===== src/ferr_pkg.sv =====
// Shared constants and types of the functional error capture block.
// Assumes a 200 MHz REF_CLK and a 32-bit AHB-Lite register bus.
package ferr_pkg;

   ////////////////////////////////////////////////////////////////////
   // Sizes
   localparam int unsigned PINS = 64;
   localparam int unsigned IDX_W = 19;
   localparam logic [18:0] IDX_MAX = 19'h40200;

   ////////////////////////////////////////////////////////////////////
   // Timing, in ns and in REF_CLK cycles
   localparam int unsigned CLK_PERIOD_NS = 5;
   localparam int unsigned FREEZE_NS = 100;
   localparam int unsigned PHASE_STOP_NS = 110;
   localparam int unsigned FREEZE_CYC_RAW = FREEZE_NS / CLK_PERIOD_NS;
   localparam int unsigned FREEZE_CYC = (FREEZE_CYC_RAW < 1) ? 1 : FREEZE_CYC_RAW;
   localparam logic [4:0] FREEZE_LAST = 5'(FREEZE_CYC - 1);

   ////////////////////////////////////////////////////////////////////
   // Register byte offsets
   localparam logic [7:0] OFS_CMD = 8'h00;
   localparam logic [7:0] OFS_CFG = 8'h04;
   localparam logic [7:0] OFS_STAT = 8'h08;
   localparam logic [7:0] OFS_INDEX = 8'h0c;
   localparam logic [7:0] OFS_RENUM = 8'h10;
   localparam logic [7:0] OFS_SEL_LO = 8'h14;
   localparam logic [7:0] OFS_SEL_HI = 8'h18;
   localparam logic [7:0] OFS_PINRD = 8'h1c;
   localparam logic [7:0] OFS_ERR_LO = 8'h20;
   localparam logic [7:0] OFS_ERR_HI = 8'h24;

   ////////////////////////////////////////////////////////////////////
   // Command register bit positions (write one to act)
   localparam int unsigned CMD_ARM_FAULT = 0;
   localparam int unsigned CMD_ARM_PASS = 1;
   localparam int unsigned CMD_DISARM = 2;
   localparam int unsigned CMD_STOP = 3;
   localparam int unsigned CMD_INIT = 4;
   localparam int unsigned CMD_TRANSFER = 5;
   localparam int unsigned CMD_REG_LOG = 6;
   localparam int unsigned CMD_REG_READ = 7;
   localparam int unsigned CMD_SER_READ = 8;

   // Configuration bit, status bits and pin read bits
   localparam int unsigned CFG_PRAM_ON = 0;
   localparam int unsigned ST_ERROR = 0;
   localparam int unsigned ST_ARMED = 1;
   localparam int unsigned ST_FROZEN = 2;
   localparam int unsigned ST_PASS_MODE = 3;
   localparam int unsigned ST_HANDLER = 4;
   localparam int unsigned ST_PASS_OK = 5;
   localparam int unsigned PR_FAULT = 0;
   localparam int unsigned PR_PASS = 1;

   // Reset values
   localparam logic CFG_PRAM_RST = 1'b0;
   localparam logic [63:0] SEL_RST = 64'h0;

   ////////////////////////////////////////////////////////////////////
   // Types
   typedef struct packed {
      logic arm_fault;
      logic arm_pass;
      logic disarm;
      logic stop;
      logic init;
      logic transfer;
      logic reg_log;
      logic reg_read;
      logic ser_read;
   } cmd_s;

   typedef struct packed {
      logic [63:0] expected;
      logic [63:0] actual;
      logic hi_gate;
      logic lo_gate;
   } compare_s;

   typedef enum logic [1:0] {
      F_IDLE = 2'b00,
      F_COUNT = 2'b01,
      F_FROZEN = 2'b10
   } freeze_e;

endpackage : ferr_pkg


===== src/functional_error_capture.sv =====
// Functional error capture: error flops, global flag, index counter,
// stop-on-error freeze and AHB-Lite register slave.
// Assumes all inputs synchronous to REF_CLK (200 MHz) and one AHB master.
//
// How it works
// Any expected versus actual level difference is a functional error.
// Global error flag is one on a mismatch on any of 64 comparators.
// Flag holds until stop, init, disarm, transfer, log, readback or serial read.
// Mismatches count only while the high or low level gate is active.
// Index counter steps once per pattern row shifted out.
// Index counter reaches at least 262656 rows.
// Renumber with signed offset makes present row one-minus-offset the new row 1.
// Renumbered rows reach the device under test on the next cycle.
// Arm-on-fault clears all error flops and enables monitoring.
// While armed an error halts the test and requests the error handler; the code halts only with pattern RAM off.
// Controller arms before starting the transfer it supervises.
// Armed, pattern RAM off: driver data freezes 100 ns after first error.
// Armed, pattern RAM off: shift clocking stops 100 ns after, index held.
// Disarm-and-clear disables stop-on-error and clears all error flops.
// Arm-on-pass clears error flops and tests for no error.
// Fault read returns one if any selected error flop is set.
// Pass read returns one if any selected error flop is clear.
// Stop-on-error is off after reset and enabled only by arm-on-fault.
// All clock phases stop within 110 ns of the first error.
// Each pin has its own error flop; global flag is their OR.
`timescale 1ns/1ps
`default_nettype none
module functional_error_capture (
   input wire logic REF_CLK,
   input wire logic RST,
   input wire logic HSEL,
   input wire logic [31:0] HADDR,
   input wire logic [1:0] HTRANS,
   input wire logic HWRITE,
   input wire logic [2:0] HSIZE,
   input wire logic [31:0] HWDATA,
   input wire logic HREADY,
   output logic [31:0] HRDATA,
   output logic HREADYOUT,
   output logic HRESP,
   input wire logic [63:0] EXPECTED,
   input wire logic [63:0] ACTUAL,
   input wire logic HIGH_LEVEL_GATE,
   input wire logic LOW_LEVEL_GATE,
   input wire logic CYCLE_TICK,
   output logic ROW_ADVANCE,
   output logic DRIVE_HOLD,
   output logic PHASE_STOP,
   output logic ERROR_FLAG,
   output logic HANDLER_REQ,
   output logic PASS_RESULT
);

   ////////////////////////////////////////////////////////////////////
   // Functions

   // One if any bit of v is set where mask is set
   function automatic logic any_sel(input logic [63:0] v, input logic [63:0] mask);
      any_sel = |(v & mask);
   endfunction : any_sel

   // Offset equality on the low address byte
   function automatic logic at(input logic [7:0] a, input logic [7:0] ofs);
      at = (a == ofs);
   endfunction : at

   ////////////////////////////////////////////////////////////////////
   // Declarations
   logic ap_valid_r;
   logic ap_write_r;
   logic [7:0] ap_addr_r;
   logic take;
   logic wr_cmd;
   logic wr_cfg;
   logic wr_renum;
   logic wr_sel_lo;
   logic wr_sel_hi;
   ferr_pkg::cmd_s cmd;
   logic clr_flops;
   logic clr_arm;
   logic pram_on_r;
   logic [63:0] sel_r;
   logic armed_r;
   logic pass_mode_r;
   ferr_pkg::freeze_e frz_r;
   ferr_pkg::freeze_e frz_nxt;
   logic [4:0] frz_cnt_r;
   logic [4:0] frz_cnt_nxt;
   logic first_err;
   logic hold_nxt;
   logic handler_nxt;
   logic [63:0] err_vec;
   logic any_err;
   logic hit;
   logic [18:0] idx;
   logic [31:0] status_word;
   logic [31:0] pinrd_word;
   logic [31:0] rd_word;
   logic [7:0] ra;
   ferr_pkg::compare_s cmp_in;
   logic capture_en;
   logic idx_zero;

   ////////////////////////////////////////////////////////////////////
   // AHB-Lite address phase capture
   assign take = HSEL & HTRANS[1] & HREADY;

   always_ff @(posedge REF_CLK or posedge RST) begin
      if (RST) begin
         ap_valid_r <= 1'b0;
         ap_write_r <= 1'b0;
         ap_addr_r <= 8'h0;
      end else begin
         ap_valid_r <= take;
         ap_write_r <= take & HWRITE;
         ap_addr_r <= HADDR[7:0];
      end
   end

   // Write strobes in the data phase
   assign wr_cmd = ap_write_r & at(ap_addr_r, ferr_pkg::OFS_CMD);
   assign wr_cfg = ap_write_r & at(ap_addr_r, ferr_pkg::OFS_CFG);
   assign wr_renum = ap_write_r & at(ap_addr_r, ferr_pkg::OFS_RENUM);
   assign wr_sel_lo = ap_write_r & at(ap_addr_r, ferr_pkg::OFS_SEL_LO);
   assign wr_sel_hi = ap_write_r & at(ap_addr_r, ferr_pkg::OFS_SEL_HI);

   // Command pulses
   assign cmd.arm_fault = wr_cmd & HWDATA[ferr_pkg::CMD_ARM_FAULT];
   assign cmd.arm_pass = wr_cmd & HWDATA[ferr_pkg::CMD_ARM_PASS];
   assign cmd.disarm = wr_cmd & HWDATA[ferr_pkg::CMD_DISARM];
   assign cmd.stop = wr_cmd & HWDATA[ferr_pkg::CMD_STOP];
   assign cmd.init = wr_cmd & HWDATA[ferr_pkg::CMD_INIT];
   assign cmd.transfer = wr_cmd & HWDATA[ferr_pkg::CMD_TRANSFER];
   assign cmd.reg_log = wr_cmd & HWDATA[ferr_pkg::CMD_REG_LOG];
   assign cmd.reg_read = wr_cmd & HWDATA[ferr_pkg::CMD_REG_READ];
   assign cmd.ser_read = wr_cmd & HWDATA[ferr_pkg::CMD_SER_READ];

   // Events that clear the error flops and the global flag
   assign clr_flops = |cmd;
   // Events that end an armed run
   assign clr_arm = cmd.arm_fault | cmd.arm_pass | cmd.disarm | cmd.stop | cmd.init;

   ////////////////////////////////////////////////////////////////////
   // Software registers
   always_ff @(posedge REF_CLK or posedge RST) begin
      if (RST) begin
         pram_on_r <= ferr_pkg::CFG_PRAM_RST;
         sel_r <= ferr_pkg::SEL_RST;
      end else begin
         if (wr_cfg) pram_on_r <= HWDATA[ferr_pkg::CFG_PRAM_ON];
         if (wr_sel_lo) sel_r[31:0] <= HWDATA;
         if (wr_sel_hi) sel_r[63:32] <= HWDATA;
      end
   end

   ////////////////////////////////////////////////////////////////////
   // Arm modes: off from reset, each arm command clears the other mode unless both are written at once
   always_ff @(posedge REF_CLK or posedge RST) begin
      if (RST) begin
         armed_r <= 1'b0;
         pass_mode_r <= 1'b0;
      end else begin
         armed_r <= cmd.arm_fault | (armed_r & ~clr_arm);
         pass_mode_r <= cmd.arm_pass | (pass_mode_r & ~clr_arm);
      end
   end

   ////////////////////////////////////////////////////////////////////
   // Comparator bundle and capture enable; capture stops once frozen
   assign cmp_in = '{expected: EXPECTED, actual: ACTUAL, hi_gate: HIGH_LEVEL_GATE, lo_gate: LOW_LEVEL_GATE};
   assign capture_en = (frz_r != ferr_pkg::F_FROZEN);

   // Error flops of the sector cards
   sector_error_bank u_bank (
      .clk(REF_CLK),
      .rst(RST),
      .cmp(cmp_in),
      .capture_en(capture_en),
      .clr(clr_flops),
      .err_r(err_vec),
      .any_r(any_err),
      .hit(hit)
   );

   ////////////////////////////////////////////////////////////////////
   // Stop-on-error freeze timer
   assign first_err = (frz_r == ferr_pkg::F_IDLE) & armed_r & ~pram_on_r & hit;

   always_comb begin
      frz_nxt = frz_r;
      frz_cnt_nxt = frz_cnt_r;
      unique case (frz_r)
         ferr_pkg::F_IDLE: begin
            if (first_err && !clr_arm) begin
               frz_nxt = ferr_pkg::F_COUNT;
               frz_cnt_nxt = 5'h1;
            end
         end
         ferr_pkg::F_COUNT: begin
            if (frz_cnt_r == ferr_pkg::FREEZE_LAST) begin
               frz_nxt = ferr_pkg::F_FROZEN;
            end else begin
               frz_cnt_nxt = 5'(frz_cnt_r + 5'h1);
            end
            if (clr_arm) frz_nxt = ferr_pkg::F_IDLE;
         end
         ferr_pkg::F_FROZEN: begin
            if (clr_arm) frz_nxt = ferr_pkg::F_IDLE;
         end
         default: frz_nxt = ferr_pkg::F_IDLE;
      endcase
   end

   assign hold_nxt = (frz_nxt == ferr_pkg::F_FROZEN);
   // Handler request: set by an armed error, the set wins over a clear
   assign handler_nxt = (armed_r & hit) | (HANDLER_REQ & ~clr_arm);

   always_ff @(posedge REF_CLK or posedge RST) begin
      if (RST) begin
         frz_r <= ferr_pkg::F_IDLE;
         frz_cnt_r <= 5'h0;
      end else begin
         frz_r <= frz_nxt;
         frz_cnt_r <= frz_cnt_nxt;
      end
   end

   // Registered outputs toward drivers, clock generator and controller
   always_ff @(posedge REF_CLK or posedge RST) begin
      if (RST) begin
         DRIVE_HOLD <= 1'b0;
         PHASE_STOP <= 1'b0;
         ROW_ADVANCE <= 1'b0;
         HANDLER_REQ <= 1'b0;
         PASS_RESULT <= 1'b0;
      end else begin
         DRIVE_HOLD <= hold_nxt;
         PHASE_STOP <= hold_nxt;
         ROW_ADVANCE <= CYCLE_TICK & ~hold_nxt;
         HANDLER_REQ <= handler_nxt;
         PASS_RESULT <= pass_mode_r & ~any_err;
      end
   end

   assign ERROR_FLAG = any_err;

   ////////////////////////////////////////////////////////////////////
   // Row index; renumber applies at once so the next cycle shows it
   assign idx_zero = cmd.stop | cmd.init | cmd.transfer;

   row_index_counter u_index (
      .clk(REF_CLK),
      .rst(RST),
      .adv(ROW_ADVANCE),
      .zero(idx_zero),
      .renum(wr_renum),
      .offset(HWDATA[18:0]),
      .idx_r(idx)
   );

   ////////////////////////////////////////////////////////////////////
   // Read words
   assign status_word = {26'h0, PASS_RESULT, HANDLER_REQ, pass_mode_r, DRIVE_HOLD, armed_r, any_err};
   assign pinrd_word = {30'h0, any_sel(~err_vec, sel_r), any_sel(err_vec, sel_r)};
   assign ra = HADDR[7:0];
   assign rd_word = at(ra, ferr_pkg::OFS_CFG) ? {31'h0, pram_on_r}
                  : at(ra, ferr_pkg::OFS_STAT) ? status_word
                  : at(ra, ferr_pkg::OFS_INDEX) ? {13'h0, idx}
                  : at(ra, ferr_pkg::OFS_SEL_LO) ? sel_r[31:0]
                  : at(ra, ferr_pkg::OFS_SEL_HI) ? sel_r[63:32]
                  : at(ra, ferr_pkg::OFS_PINRD) ? pinrd_word
                  : at(ra, ferr_pkg::OFS_ERR_LO) ? err_vec[31:0]
                  : at(ra, ferr_pkg::OFS_ERR_HI) ? err_vec[63:32]
                  : 32'h0;

   // Read data is latched at the address phase, always zero wait, OKAY
   always_ff @(posedge REF_CLK or posedge RST) begin
      if (RST) begin
         HRDATA <= 32'h0;
         HREADYOUT <= 1'b0;
         HRESP <= 1'b0;
      end else begin
         HRDATA <= (take & ~HWRITE) ? rd_word : 32'h0;
         HREADYOUT <= 1'b1;
         HRESP <= 1'b0;
      end
   end
endmodule : functional_error_capture
`default_nettype wire


===== src/sector_error_bank.sv =====
// Per-pin error flip-flops of the 64 sector cards and their global OR.
// Assumes comparator inputs synchronous to clk.
`timescale 1ns/1ps
`default_nettype none
module sector_error_bank (
   input wire logic clk,
   input wire logic rst,
   input wire ferr_pkg::compare_s cmp,
   input wire logic capture_en,
   input wire logic clr,
   output logic [63:0] err_r,
   output logic any_r,
   output logic hit
);

   logic [63:0] gated;
   logic [63:0] err_nxt;

   // Mismatch counts only inside the gate for its expected level
   assign gated = (cmp.expected ^ cmp.actual)
                & ((cmp.expected & {64{cmp.hi_gate}}) | (~cmp.expected & {64{cmp.lo_gate}}));
   assign hit = capture_en & (|gated);
   // A new mismatch wins over a clear in the same cycle
   assign err_nxt = (err_r & {64{~clr}}) | (gated & {64{capture_en}});

   // Flops and their registered OR
   always_ff @(posedge clk or posedge rst) begin
      if (rst) begin
         err_r <= 64'h0;
         any_r <= 1'b0;
      end else begin
         err_r <= err_nxt;
         any_r <= |err_nxt;
      end
   end

endmodule : sector_error_bank
`default_nettype wire


===== src/row_index_counter.sv =====
// Pattern row index counter with signed renumbering.
// Assumes adv pulses once per row shifted out; offset is two's complement.
`timescale 1ns/1ps
`default_nettype none
module row_index_counter (
   input wire logic clk,
   input wire logic rst,
   input wire logic adv,
   input wire logic zero,
   input wire logic renum,
   input wire logic [18:0] offset,
   output logic [18:0] idx_r
);

   logic [18:0] idx_nxt;

   // Renumber shifts the count by the offset, a row advance adds one
   assign idx_nxt = zero ? 19'h0
                  : 19'(idx_r + (renum ? offset : 19'h0) + {18'h0, adv});

   always_ff @(posedge clk or posedge rst) begin
      if (rst) begin
         idx_r <= 19'h0;
      end else begin
         idx_r <= idx_nxt;
      end
   end

endmodule : row_index_counter
`default_nettype wire


===== config.mk =====
export PLATFORM = sky130hd
export DESIGN_NAME = functional_error_capture
export DESIGN_NICKNAME = d
export VERILOG_FILES = /design/src/ferr_pkg.sv /design/src/functional_error_capture.sv /design/src/sector_error_bank.sv /design/src/row_index_counter.sv
export SDC_FILE = /design/constraint.sdc
export NUM_CORES = 1
export LEC_CHECK = 0
export BUFFER_PORTS_ARGS = -buffer_cell sky130_fd_sc_hd__buf_2
export CAP_MARGIN = 10
export CORE_ASPECT_RATIO = 0.6
export CORE_MARGIN = 4
export CORE_UTILIZATION = 28
export DETAILED_ROUTE_END_ITERATION = 7
export GPL_TIMING_DRIVEN = 0
export PLACE_DENSITY = 0.48
export SYNTH_ARGS = -nofsm -noshare
export SYNTH_HDL_FRONTEND = slang
export SYNTH_SLANG_ARGS = --single-unit

===== constraint.sdc =====
create_clock -name REF_CLK -period 5.4 [get_ports REF_CLK]
set_input_delay 0 -clock REF_CLK [delete_from_list [all_inputs] [get_ports REF_CLK]]
set_output_delay 0 -clock REF_CLK [all_outputs]
set_load 0.005 [all_outputs]

==> impl_metrics.toml, run 1 <==
[cts]
cts_tree = "yes"
htreeDepth = 1
clkSlewWorstSetupHoldPaths_ns = 0.07
cts_buffer_depth = 3
clock_latency_ns = 0.54
root_buffer = "clkbuf_16"
cts_made_buffers = 22
cts.sinks = 204

[synth]
syn_area_per_cell_um2 = 9.58
yosysMostFrequentCell = "dfrtp_1"
yosys.area_share.simple_pct = 19.8
synthMuxAreaShare_pct = 6.82
syn_nets = 1436
ys_ff_latch = 204
synthAdderAreaFrac_pct = 2.29
synth-compound-area-share_pct = 21.3
synthesis.area_mm2 = 0.0116
yosysTopAreaCellShare_pct = 44.0
async_flop_share_pct = 100
synth_xor_area_share_pct = 1.28
yosysSeqAreaShare_pct = 44.0
synth_ff_type = "dfrtp_1"
ys_warn_count = 0
synth_cell_type_count = 67
synth_top_area_cell = "dfrtp_1"
ys_top_cells_by_count = "dfrtp_1 (204), nor2b_1 (108), nand2_1 (104)"
synth_area_leaders = "dfrtp_1 (44%), a22oi_1 (5.8%), nor2b_1 (5.8%), a22o_1 (3.8%), mux2_2 (3.4%)"
synth_edf_count = 0
synth_cells = 1211
synth_top_family_by_area = "compound AO/OA/AOI/OAI gates"

[setup_path]
path_class = "reg2reg"
critPathArrivalTime_ns = 4.60
crit_path_start_kind = "flip-flop"
cpPeakStageDelay_ns = 0.68
worst_path_max_delay_cell = "nor4_4"
cpMostUsedCell = "fa_1"
cp_max_fo = 10
crit_chain = "or4b_4 > nor4_4 > and2_1 > fa_1 > fa_1 > a211oi_1 > o21ai_1 > a41oi_1 > o21ai_0 > o41ai_2 > or3_1 > nand3_1"
end_kind = "flip-flop"
crit_required_ns = 5.87

[timing]
hold_viol = 0
grt_setup_unrepaired = "false"
finalCritPeriodShare_pct = 76.4
fin_skew_ns = 0.0213
max_freq_mhz = 242
final_max_slew_viol_count = 0
worst_slew_pin_slew_ns = 1.07
min_period_ns = 4.13
fin_tns_setup_ns = 0
relSlewSlack_pct = 27.9
setup_viol_count_final = 0

[pwr]
power_density_mw_per_mm2 = 256
p_sw_share_pct = 27.5
pwr-share-seq_pct = 43.1
leakage_uw = 0.00678
netSwitchingPower_uw = 1090
pwr-share-comb_pct = 15.1
p_int_uw = 2860
clock_power_share_pct = 41.8
vdd_ir_drop_max_mv = 0.172

[route]
routedWlPerCell_um = 25.5
drc = 0
ant_nets = 0
num_vias = 11700
first_pass_iters = 6
wl_um = 54700
first_iter_violations = 1296
via_per_inst = 5.44

[die]
dieHeight_um = 166
num_io_pins = 245
start_util_pct = 28.5
die_area_mm2 = 0.0449
core-area_mm2 = 0.0407
num_rows = 57
die_x_um = 271

[place]
numPortBuffers = 213
dp_hpwl_um = 44000
dpl-instance-area_mm2 = 0.0135
gp_congestion = 0.997

[finish]
drive_above_1_share_pct = 20.1
regArea_mm2 = 0.00510
nNetsFinal = 1792
multi_input_area_mm2 = 0.00598
area.growth.synth_to_final_pct = 32.7
final.fill_count = 4155
final_area_mm2 = 0.0154

[outcome]
outcome = "complete, no violations"

[grt]
grt_overflow_total = 0
grt_pass1_vias = 11600
grt_max_degree = 41
track_usage_pct = 23.7
grt_antenna_before_repair = 2
grt_first_pass_wirelength_um = 79500

[worst_hold_path]
worst_hold_path_type = "in2reg"

[run]
max_cap_viol_count = 0
## per-layer routing
layer  up-vias  wire [um]  global-route usage [%]
met5         -          7                       0
met4         2        900                    3.63
met3        59       5600                    7.78
met2       532      19900                    29.7
met1      5861      28300                    38.7
li1       5214          -                       -
## kinds of logic after synthesis
| logic type | after synthesis |
|---|---|
| xor+xnor | 17 |
| compound gates | 346 |
| fa+ha+maj | 20 |
| mux | 71 |
| flops | 204 |
| other cells | 2 |
| simple gates | 420 |
| buf+inv | 131 |
## layout by cell type, fill, tap and decap left out, types with 12 or more instances in the layout
cell type / synthesis / layout
nor3_1: 17 / 17
nor2b_1: 108 / 108
clkbuf_1: 30 / 33
mux2_2: 35 / 35
a22o_1: 50 / 50
a22oi_1: 90 / 90
nand4_1: 21 / 21
a31oi_1: 30 / 30
o21ai_0: 65 / 65
ha_1: 18 / 18
clkbuf_16: 0 / 23
o22ai_1: 20 / 20
nand3b_1: 13 / 13
nand2_1: 104 / 104
dfrtp_1: 204 / 204
nor4_1: 43 / 43
mux2_1: 30 / 30
dlygate4sd3_1: 0 / 114
nor2_1: 46 / 46
nand3_1: 13 / 13
a221oi_1: 20 / 20
buf_2: 10 / 223
a21oi_1: 19 / 19
and2_1: 24 / 24
buf_1: 12 / 12
inv_1: 74 / 73
## power groups by stage
stage | registers, uW | clock network, uW | logic, uW
floorplan | 1680 | 0 | 311
global placement | 1720 | 0 | 504
detailed placement | 1720 | 0 | 519
CTS | 1700 | 1690 | 588
global route | 1710 | 1750 | 658
finish | 1700 | 1650 | 595
## timing repair
| action | 4_1_cts | 5_1_grt |
|---|---|---|
| hold endpoints to repair | 205 | 0 |
| hold buffers | 114 | 0 |
| setup endpoints to repair | 0 | 0 |
| gates resized for setup | 0 | 0 |
| setup buffers | 0 | 0 |
## registers in the layout, indices dropped and copies added (netlist names), 2 cells and up
| register | count |
|---|---|
| sel_r | 64 |
| ap_addr_r | 8 |
| HRDATA | 32 |
| u_index.idx_r | 19 |
| frz_r | 2 |
| frz_cnt_r | 5 |
| u_bank.err_r | 64 |
## worst paths after layout
kind / from / end / slack (ns) / cells after the start
worst min-delay path: ACTUAL[8] / u_bank.err_r[8] / 0.002 / 4
worst max register to register: ap_addr_r[6] / u_index.idx_r[18] / 1.27 / 12
worst max-delay path: ap_addr_r[6] / u_index.idx_r[18] / 1.27 / 12
max in group asynchronous: RST / sel_r[18] / 4.27 / 6
min in group asynchronous: RST / u_bank.err_r[23] / 0.02 / 3
worst min register to register: u_bank.any_r / PASS_RESULT / 0.44 / 1
## critical path, delay by kind of cell, from the launching register on
family,cells,cell delay (ns)
adders and majority gates,2,0.51
and+or+nand+nor,5,1.94
AOI/OAI and AO/OA,5,1.26
DFF,1,0.36
## metrics by stage
stage	hold slack, ns	total power (uW)	setup WS, ns	instances	util, %
after global routing	0.0293	4110	1.04	2143	37.8
after detailed placement	0.0408	2240	1.32	1989	33.1
final	0.00166	3950	1.27	2144	37.8
after floorplan	0.0314	1990	2.17	1211	-
after global placement	0.142	2230	1.34	1984	32.8
after CTS	0.000360	3970	1.31	2143	37.8
## cell type report
cell class | instances | area share, %
sequential | 204 | 33.2
antenna | 1 | 0.0163
timing repair buffer | 332 | 15.0
multi-input combinational | 876 | 38.8
inverter | 74 | 1.83
buffer | 57 | 1.59
clock buffer | 30 | 4.17
clock inverter | 10 | 0.886
tap | 560 | 4.55
Power figures use the tool's default switching activity.
==> run 2: changes to the inputs <==
==> constraint.sdc (replaced) <==
create_clock -name REF_CLK -period 3.5 [get_ports REF_CLK]
set_input_delay 0 -clock REF_CLK [delete_from_list [all_inputs] [get_ports REF_CLK]]
set_output_delay 0 -clock REF_CLK [all_outputs]
set_load 0.005 [all_outputs]
==> impl_metrics.toml, run 2 (synthesized netlist as in run 1, its figures left out) <==
[cts]
cts_buffer_depth = 3
htreeDepth = 1
clkSlewWorstSetupHoldPaths_ns = 0.07
cts.sinks = 204
cts_tree = "yes"
cts_made_buffers = 22
clock_latency_ns = 0.54
root_buffer = "clkbuf_16"

[finish]
drive_above_1_share_pct = 21.2
final_cell_mix = "buf_2 (223), dfrtp_1 (204), dlygate4sd3_1 (114)"
nNetsFinal = 1798
area.growth.synth_to_final_pct = 33.7
reg_top3 = "sel_r (64), u_bank.err_r (64), HRDATA (32)"
final_core_util_pct = 38.1
layout_commonest_cell = "buf_2"

[grt]
grt_pass1_vias = 11600
grt_overflow_total = 0
grt_antenna_before_repair = 2
grt_first_pass_wirelength_um = 79700
grt_max_degree = 41
track_usage_pct = 23.7

[die]
num_rows = 57
core-area_mm2 = 0.0407
start_util_pct = 28.5
die_x_um = 271
dieHeight_um = 166
die_area_mm2 = 0.0449
num_io_pins = 245

[route]
num_vias = 11700
drc = 0
ant_nets = 0
wl_um = 54900
routedWlPerCell_um = 25.5
first_iter_violations = 1375
via_per_inst = 5.45
first_pass_iters = 5

[setup_path]
crit_required_ns = 3.97
cpPeakStageDelay_ns = 0.57
crit_chain = "or4b_4 > nor4_4 > buf_6 > and2_4 > fa_2 > fa_2 > a211oi_2 > o21ai_2 > a41oi_2 > o21ai_2 > o41ai_2 > buf_4 > or3_1 > nand3_1"
end_kind = "flip-flop"
worst_path_max_delay_cell = "or4b_4"
path_class = "reg2reg"
critPathArrivalTime_ns = 3.83
cp_max_fo = 6
worst-path-buf-inv = 2
crit_path_start_kind = "flip-flop"
critPathTopFamily = "simple AND/OR/NAND/NOR gates"

[pwr]
leakage_uw = 0.00683
vdd_ir_drop_max_mv = 0.266
power_density_mw_per_mm2 = 394
total_power_uw = 6110

[timing]
hold_viol = 0
finalCritPeriodShare_pct = 96.0
final_max_slew_viol_count = 0
setup_viol_count_final = 0
max_freq_mhz = 298
min_period_ns = 3.36
fin_skew_ns = 0.0232
relSlewSlack_pct = 24.7
worst_slew_pin_slew_ns = 1.12

[place]
dp_hpwl_um = 44000
gp_congestion = 0.997
numPortBuffers = 213

[run]
max_cap_viol_count = 0

[outcome]
outcome = "complete, no violations"

[worst_hold_path]
worst_hold_path_type = "in2reg"
[run 2: repair_timing]
action                                  4_1_cts  5_1_grt
hold endpoints to repair                    205        0
hold buffers                                114        0
endpoints found under the setup margin        9        6
resized for setup                             7       13
pin swaps                                     3        1
setup buffers                                 3        3
[run 2: power breakdown]
group	internal, uW	total (uW)	leakage [uW]	switching (uW)
sequential	2470	2620	0.00231	149
clock	1510	2550	0.000374	1030
combinational	441	945	0.00414	503
total	4420	6110	0.00683	1690
[run 2: metrics by stage]
stage	TNS, ns	area, um^2	setup slack, ns	hold slack [ns]	instances
2_1_floorplan	0	11600	0.272	0.0314	1211
3_3_place_gp	-111.50	13400	-0.557	0.142	1984
3_5_place_dp	-3.23	13500	-0.581	0.0408	1989
4_1_cts	0	15400	0.00462	0.000360	2146
5_1_grt	-0.00304	15500	-0.00216	0.0293	2149
6_report	0	15500	0.140	0.00285	2151
[run 2: path summary, 6_finish.rpt]
path | start | end | slack, ns | cells after the start
max | ap_addr_r[6] | u_index.idx_r[18] | 0.14 | 14
min | ACTUAL[8] | u_bank.err_r[8] | 0.003 | 4
max reg2reg | ap_addr_r[6] | u_index.idx_r[18] | 0.14 | 14
min reg2reg | u_bank.any_r | PASS_RESULT | 0.44 | 1
max in group asynchronous | RST | sel_r[18] | 2.37 | 6
min in group asynchronous | RST | u_bank.err_r[23] | 0.02 | 3
[run 2: final cells by class]
class                      instances  area [um^2]
buffer                            57          249
multi-input combinational        876         6040
clock inverter                    10          136
timing repair buffer             338         2360
inverter                          74          282
clock buffer                      30          642
fill                            4149        25200
sequential                       204         5100
tap                              560          701
antenna                            2         5.00
[run 2: tightest hold or removal path, stage by stage]
cell     delay, ns
buf_2         0.10
nand2_1       0.05
o21ai_0       0.14
a22o_1        0.21
[run 2: routing by layer]
metal / global-route usage, % / wire (um) / vias to the layer above
li1: - / - / 5223
met1: 38.8 / 27900 / 5877
met2: 29.7 / 20100 / 561
met3: 7.82 / 5950 / 56
met4: 3.63 / 891 / 0
met5: 0 / 0 / -
==> run 3: changes to the inputs <==
--- a/config.mk
+++ b/config.mk
@@ -15,4 +15,5 @@
 export PLACE_DENSITY = 0.48
 export SYNTH_ARGS = -nofsm -noshare
 export SYNTH_HDL_FRONTEND = slang
+export SYNTH_HIERARCHICAL = 1
 export SYNTH_SLANG_ARGS = --single-unit
==> impl_metrics.toml, run 3 <==
[grt]
grt_antenna_before_repair = 2
track_usage_pct = 25.3
grt_max_degree = 77
grt_overflow_total = 0
grt_pass1_vias = 12200
grt_first_pass_wirelength_um = 85300

[pwr]
netSwitchingPower_uw = 1730
pwr-share-comb_pct = 16.0
total_power_uw = 6230
clock_power_share_pct = 42.5
p_sw_share_pct = 27.8
vdd_ir_drop_max_mv = 0.240
leakage_uw = 0.00749
power_density_mw_per_mm2 = 357
p_int_uw = 4500
pwr-share-seq_pct = 41.5

[timing]
worst_slew_pin_slew_ns = 1.25
grt_setup_unrepaired = "true"
setup_slack_ns = -0.615
fin_skew_ns = 0.0151
setup_viol_count_final = 10
final_max_slew_viol_count = 0
relSlewSlack_pct = 15.9
hold_viol = 0
max_freq_mhz = 243
min_period_ns = 4.12
finalCritPeriodShare_pct = 118

[synth]
yosysTopAreaCellShare_pct = 42.7
synth_edf_count = 0
yosysSeqAreaShare_pct = 42.7
synthesis.area_mm2 = 0.0120
yosysMostFrequentCell = "dfrtp_1"
ys_ff_latch = 204
synth_cell_type_count = 73
async_flop_share_pct = 100
ys_top_cells_by_count = "dfrtp_1 (204), nor2b_1 (145), inv_1 (88)"
synth_cells = 1202
synth_ff_type = "dfrtp_1"
ys_warn_count = 6
synth_area_leaders = "dfrtp_1 (43%), nor2b_1 (7.6%), mux2_4 (3.8%), a221o_1 (3.7%), inv_1 (2.8%)"
synth_top_area_cell = "dfrtp_1"
syn_nets = 1427
syn_area_per_cell_um2 = 9.96

[setup_path]
cp_max_fo = 10
cpPeakStageDelay_ns = 0.59
crit_required_ns = 3.90
end_kind = "flip-flop"
crit_chain = "or4b_4 > or4_4 > a2111oi_4 > buf_6 > clkbuf_16 > and2b_1 > a221o_1 > nor4_1 > nand4_1 > or4_4"
crit_path_start_kind = "flip-flop"
critPathTopFamily = "simple AND/OR/NAND/NOR gates"
worst_path_max_delay_cell = "or4_4"
critPathArrivalTime_ns = 4.51
cpMostUsedCell = "or4_4"
worst-path-buf-inv = 2
path_class = "reg2reg"

[route]
routedWlPerCell_um = 26.8
via_per_inst = 5.44
ant_nets = 0
drc = 0
wl_um = 60300
first_pass_iters = 7
num_vias = 12200
first_iter_violations = 1449

[cts]
cts.sinks = 204
clock_latency_ns = 0.54
cts_made_buffers = 22
cts_tree = "yes"
cts_buffer_depth = 3
root_buffer = "clkbuf_16"
htreeDepth = 1
clkSlewWorstSetupHoldPaths_ns = 0.07

[die]
num_io_pins = 245
core-area_mm2 = 0.0420
die_area_mm2 = 0.0462
num_rows = 58
die_x_um = 275
start_util_pct = 28.5
dieHeight_um = 168

[finish]
final_cell_mix = "buf_2 (221), dfrtp_1 (204), dlygate4sd3_1 (181)"
nNetsFinal = 1890
reg_top3 = "sel_r (64), u_bank/err_r (64), HRDATA (32)"
area.growth.synth_to_final_pct = 45.8
layout_commonest_cell = "buf_2"
fin_cells = 2251
drive_above_1_share_pct = 28.0

[outcome]
outcome = "finished, violations left"
violations = "negative setup slack"

[place]
dp_hpwl_um = 47000
numPortBuffers = 215
gp_congestion = 0.962
dp.cells = 1989

[run]
max_cap_viol_count = 0

[worst_hold_path]
worst_hold_path_type = "in2reg"
==> run 3: cell types whose count changed after synthesis, sizes merged, moves of 20 or more <==
cell	before	now
a22oi	90	21
o221ai	0	20
o21ai	68	41
nand2b	4	36
a21oi	19	47
nand4b	1	22
nor2b	108	145
a221o	1	44
a31oi	30	6
nand2	105	50
a22o	50	15
==> run 3: what timing repair did <==
action	4_1_cts	5_1_grt
resized for setup	101	44
hold buffers	181	0
cloned	1	0
hold endpoints to repair	266	0
pin swaps	42	40
endpoints found under the setup margin	49	18
setup buffers	31	16
==> run 3: cells by family (layout without fill, tap and decap cells) <==
group,after synthesis,count (layout),synth area share (%)
and+or+nand+nor,450,450,22.7
DFF,204,204,42.7
buffers and inverters,148,626,5.48
xor gates and xnor gates,13,13,0.951
muxes,59,59,6.44
AOI/OAI and AO/OA,306,306,19.5
adders and majority gates,20,20,2.22
other,2,3,0.0628
==> run 3: final cells by class <==
cell class	instances	area (um^2)
Antenna cell	1	2.50
Inverter	89	342
Clock inverter	12	179
Sequential cell	204	5100
Clock buffer	27	621
Buffer	56	382
Tap cell	570	713
Multi-Input combinational cell	850	6750
Fill cell	4109	24600
Timing Repair Buffer	442	3360
==> run 3: path summary, 6_finish.rpt <==
check	slack (ns)	to	start	cells after the start
worst max-delay path	-0.62	u_bank/any_r	ap_addr_r[5]	10
worst min-delay path	0.006	u_bank/err_r[29]	EXPECTED[29]	3
worst max register to register	-0.62	u_bank/any_r	ap_addr_r[5]	10
max in group asynchronous	2.61	u_bank/err_r[25]	RST	3
min in group asynchronous	0.09	HRDATA[29]	RST	3
worst min register to register	0.52	frz_cnt_r[0]	frz_cnt_r[0]	1
==> run 3: power by group through the flow <==
stage	logic, uW	clock network [uW]	registers [uW]
floorplan	455	0	2570
global placement	770	0	2620
detailed placement	785	0	2620
CTS	955	2700	2580
global route	1080	2780	2600
finish	996	2650	2590
==> run 3: tightest hold or removal path: stages <==
cell and delay [ns]:
buf_2 0.11, nor2b_1 0.16, a221o_1 0.23
==> run 3: stage by stage <==
stage | utilization [%] | hold WS (ns) | instance area, um^2 | TNS, ns | setup slack [ns]
2_1_floorplan | - | -0.0489 | 12000 | -0.148 | -0.134
3_3_place_gp | 32.9 | 0.123 | 13800 | -199.97 | -1.71
3_5_place_dp | 33.0 | 0.114 | 13900 | -10.43 | -1.65
4_1_cts | 40.9 | 0.000277 | 17200 | -2.38 | -0.519
5_1_grt | 41.5 | 0.0204 | 17500 | -4.34 | -0.623
6_report | 41.5 | 0.00584 | 17500 | -2.99 | -0.615
==> run 3: per-layer routing <==
layer  up-vias  routed length [um]  global-route usage, %
met5         -                 268                   4.21
met4         4                1210                   4.80
met3        71                6900                   10.3
met2       584               23100                   32.6
met1      6129               28900                   38.8
li1       5453                   -                      -
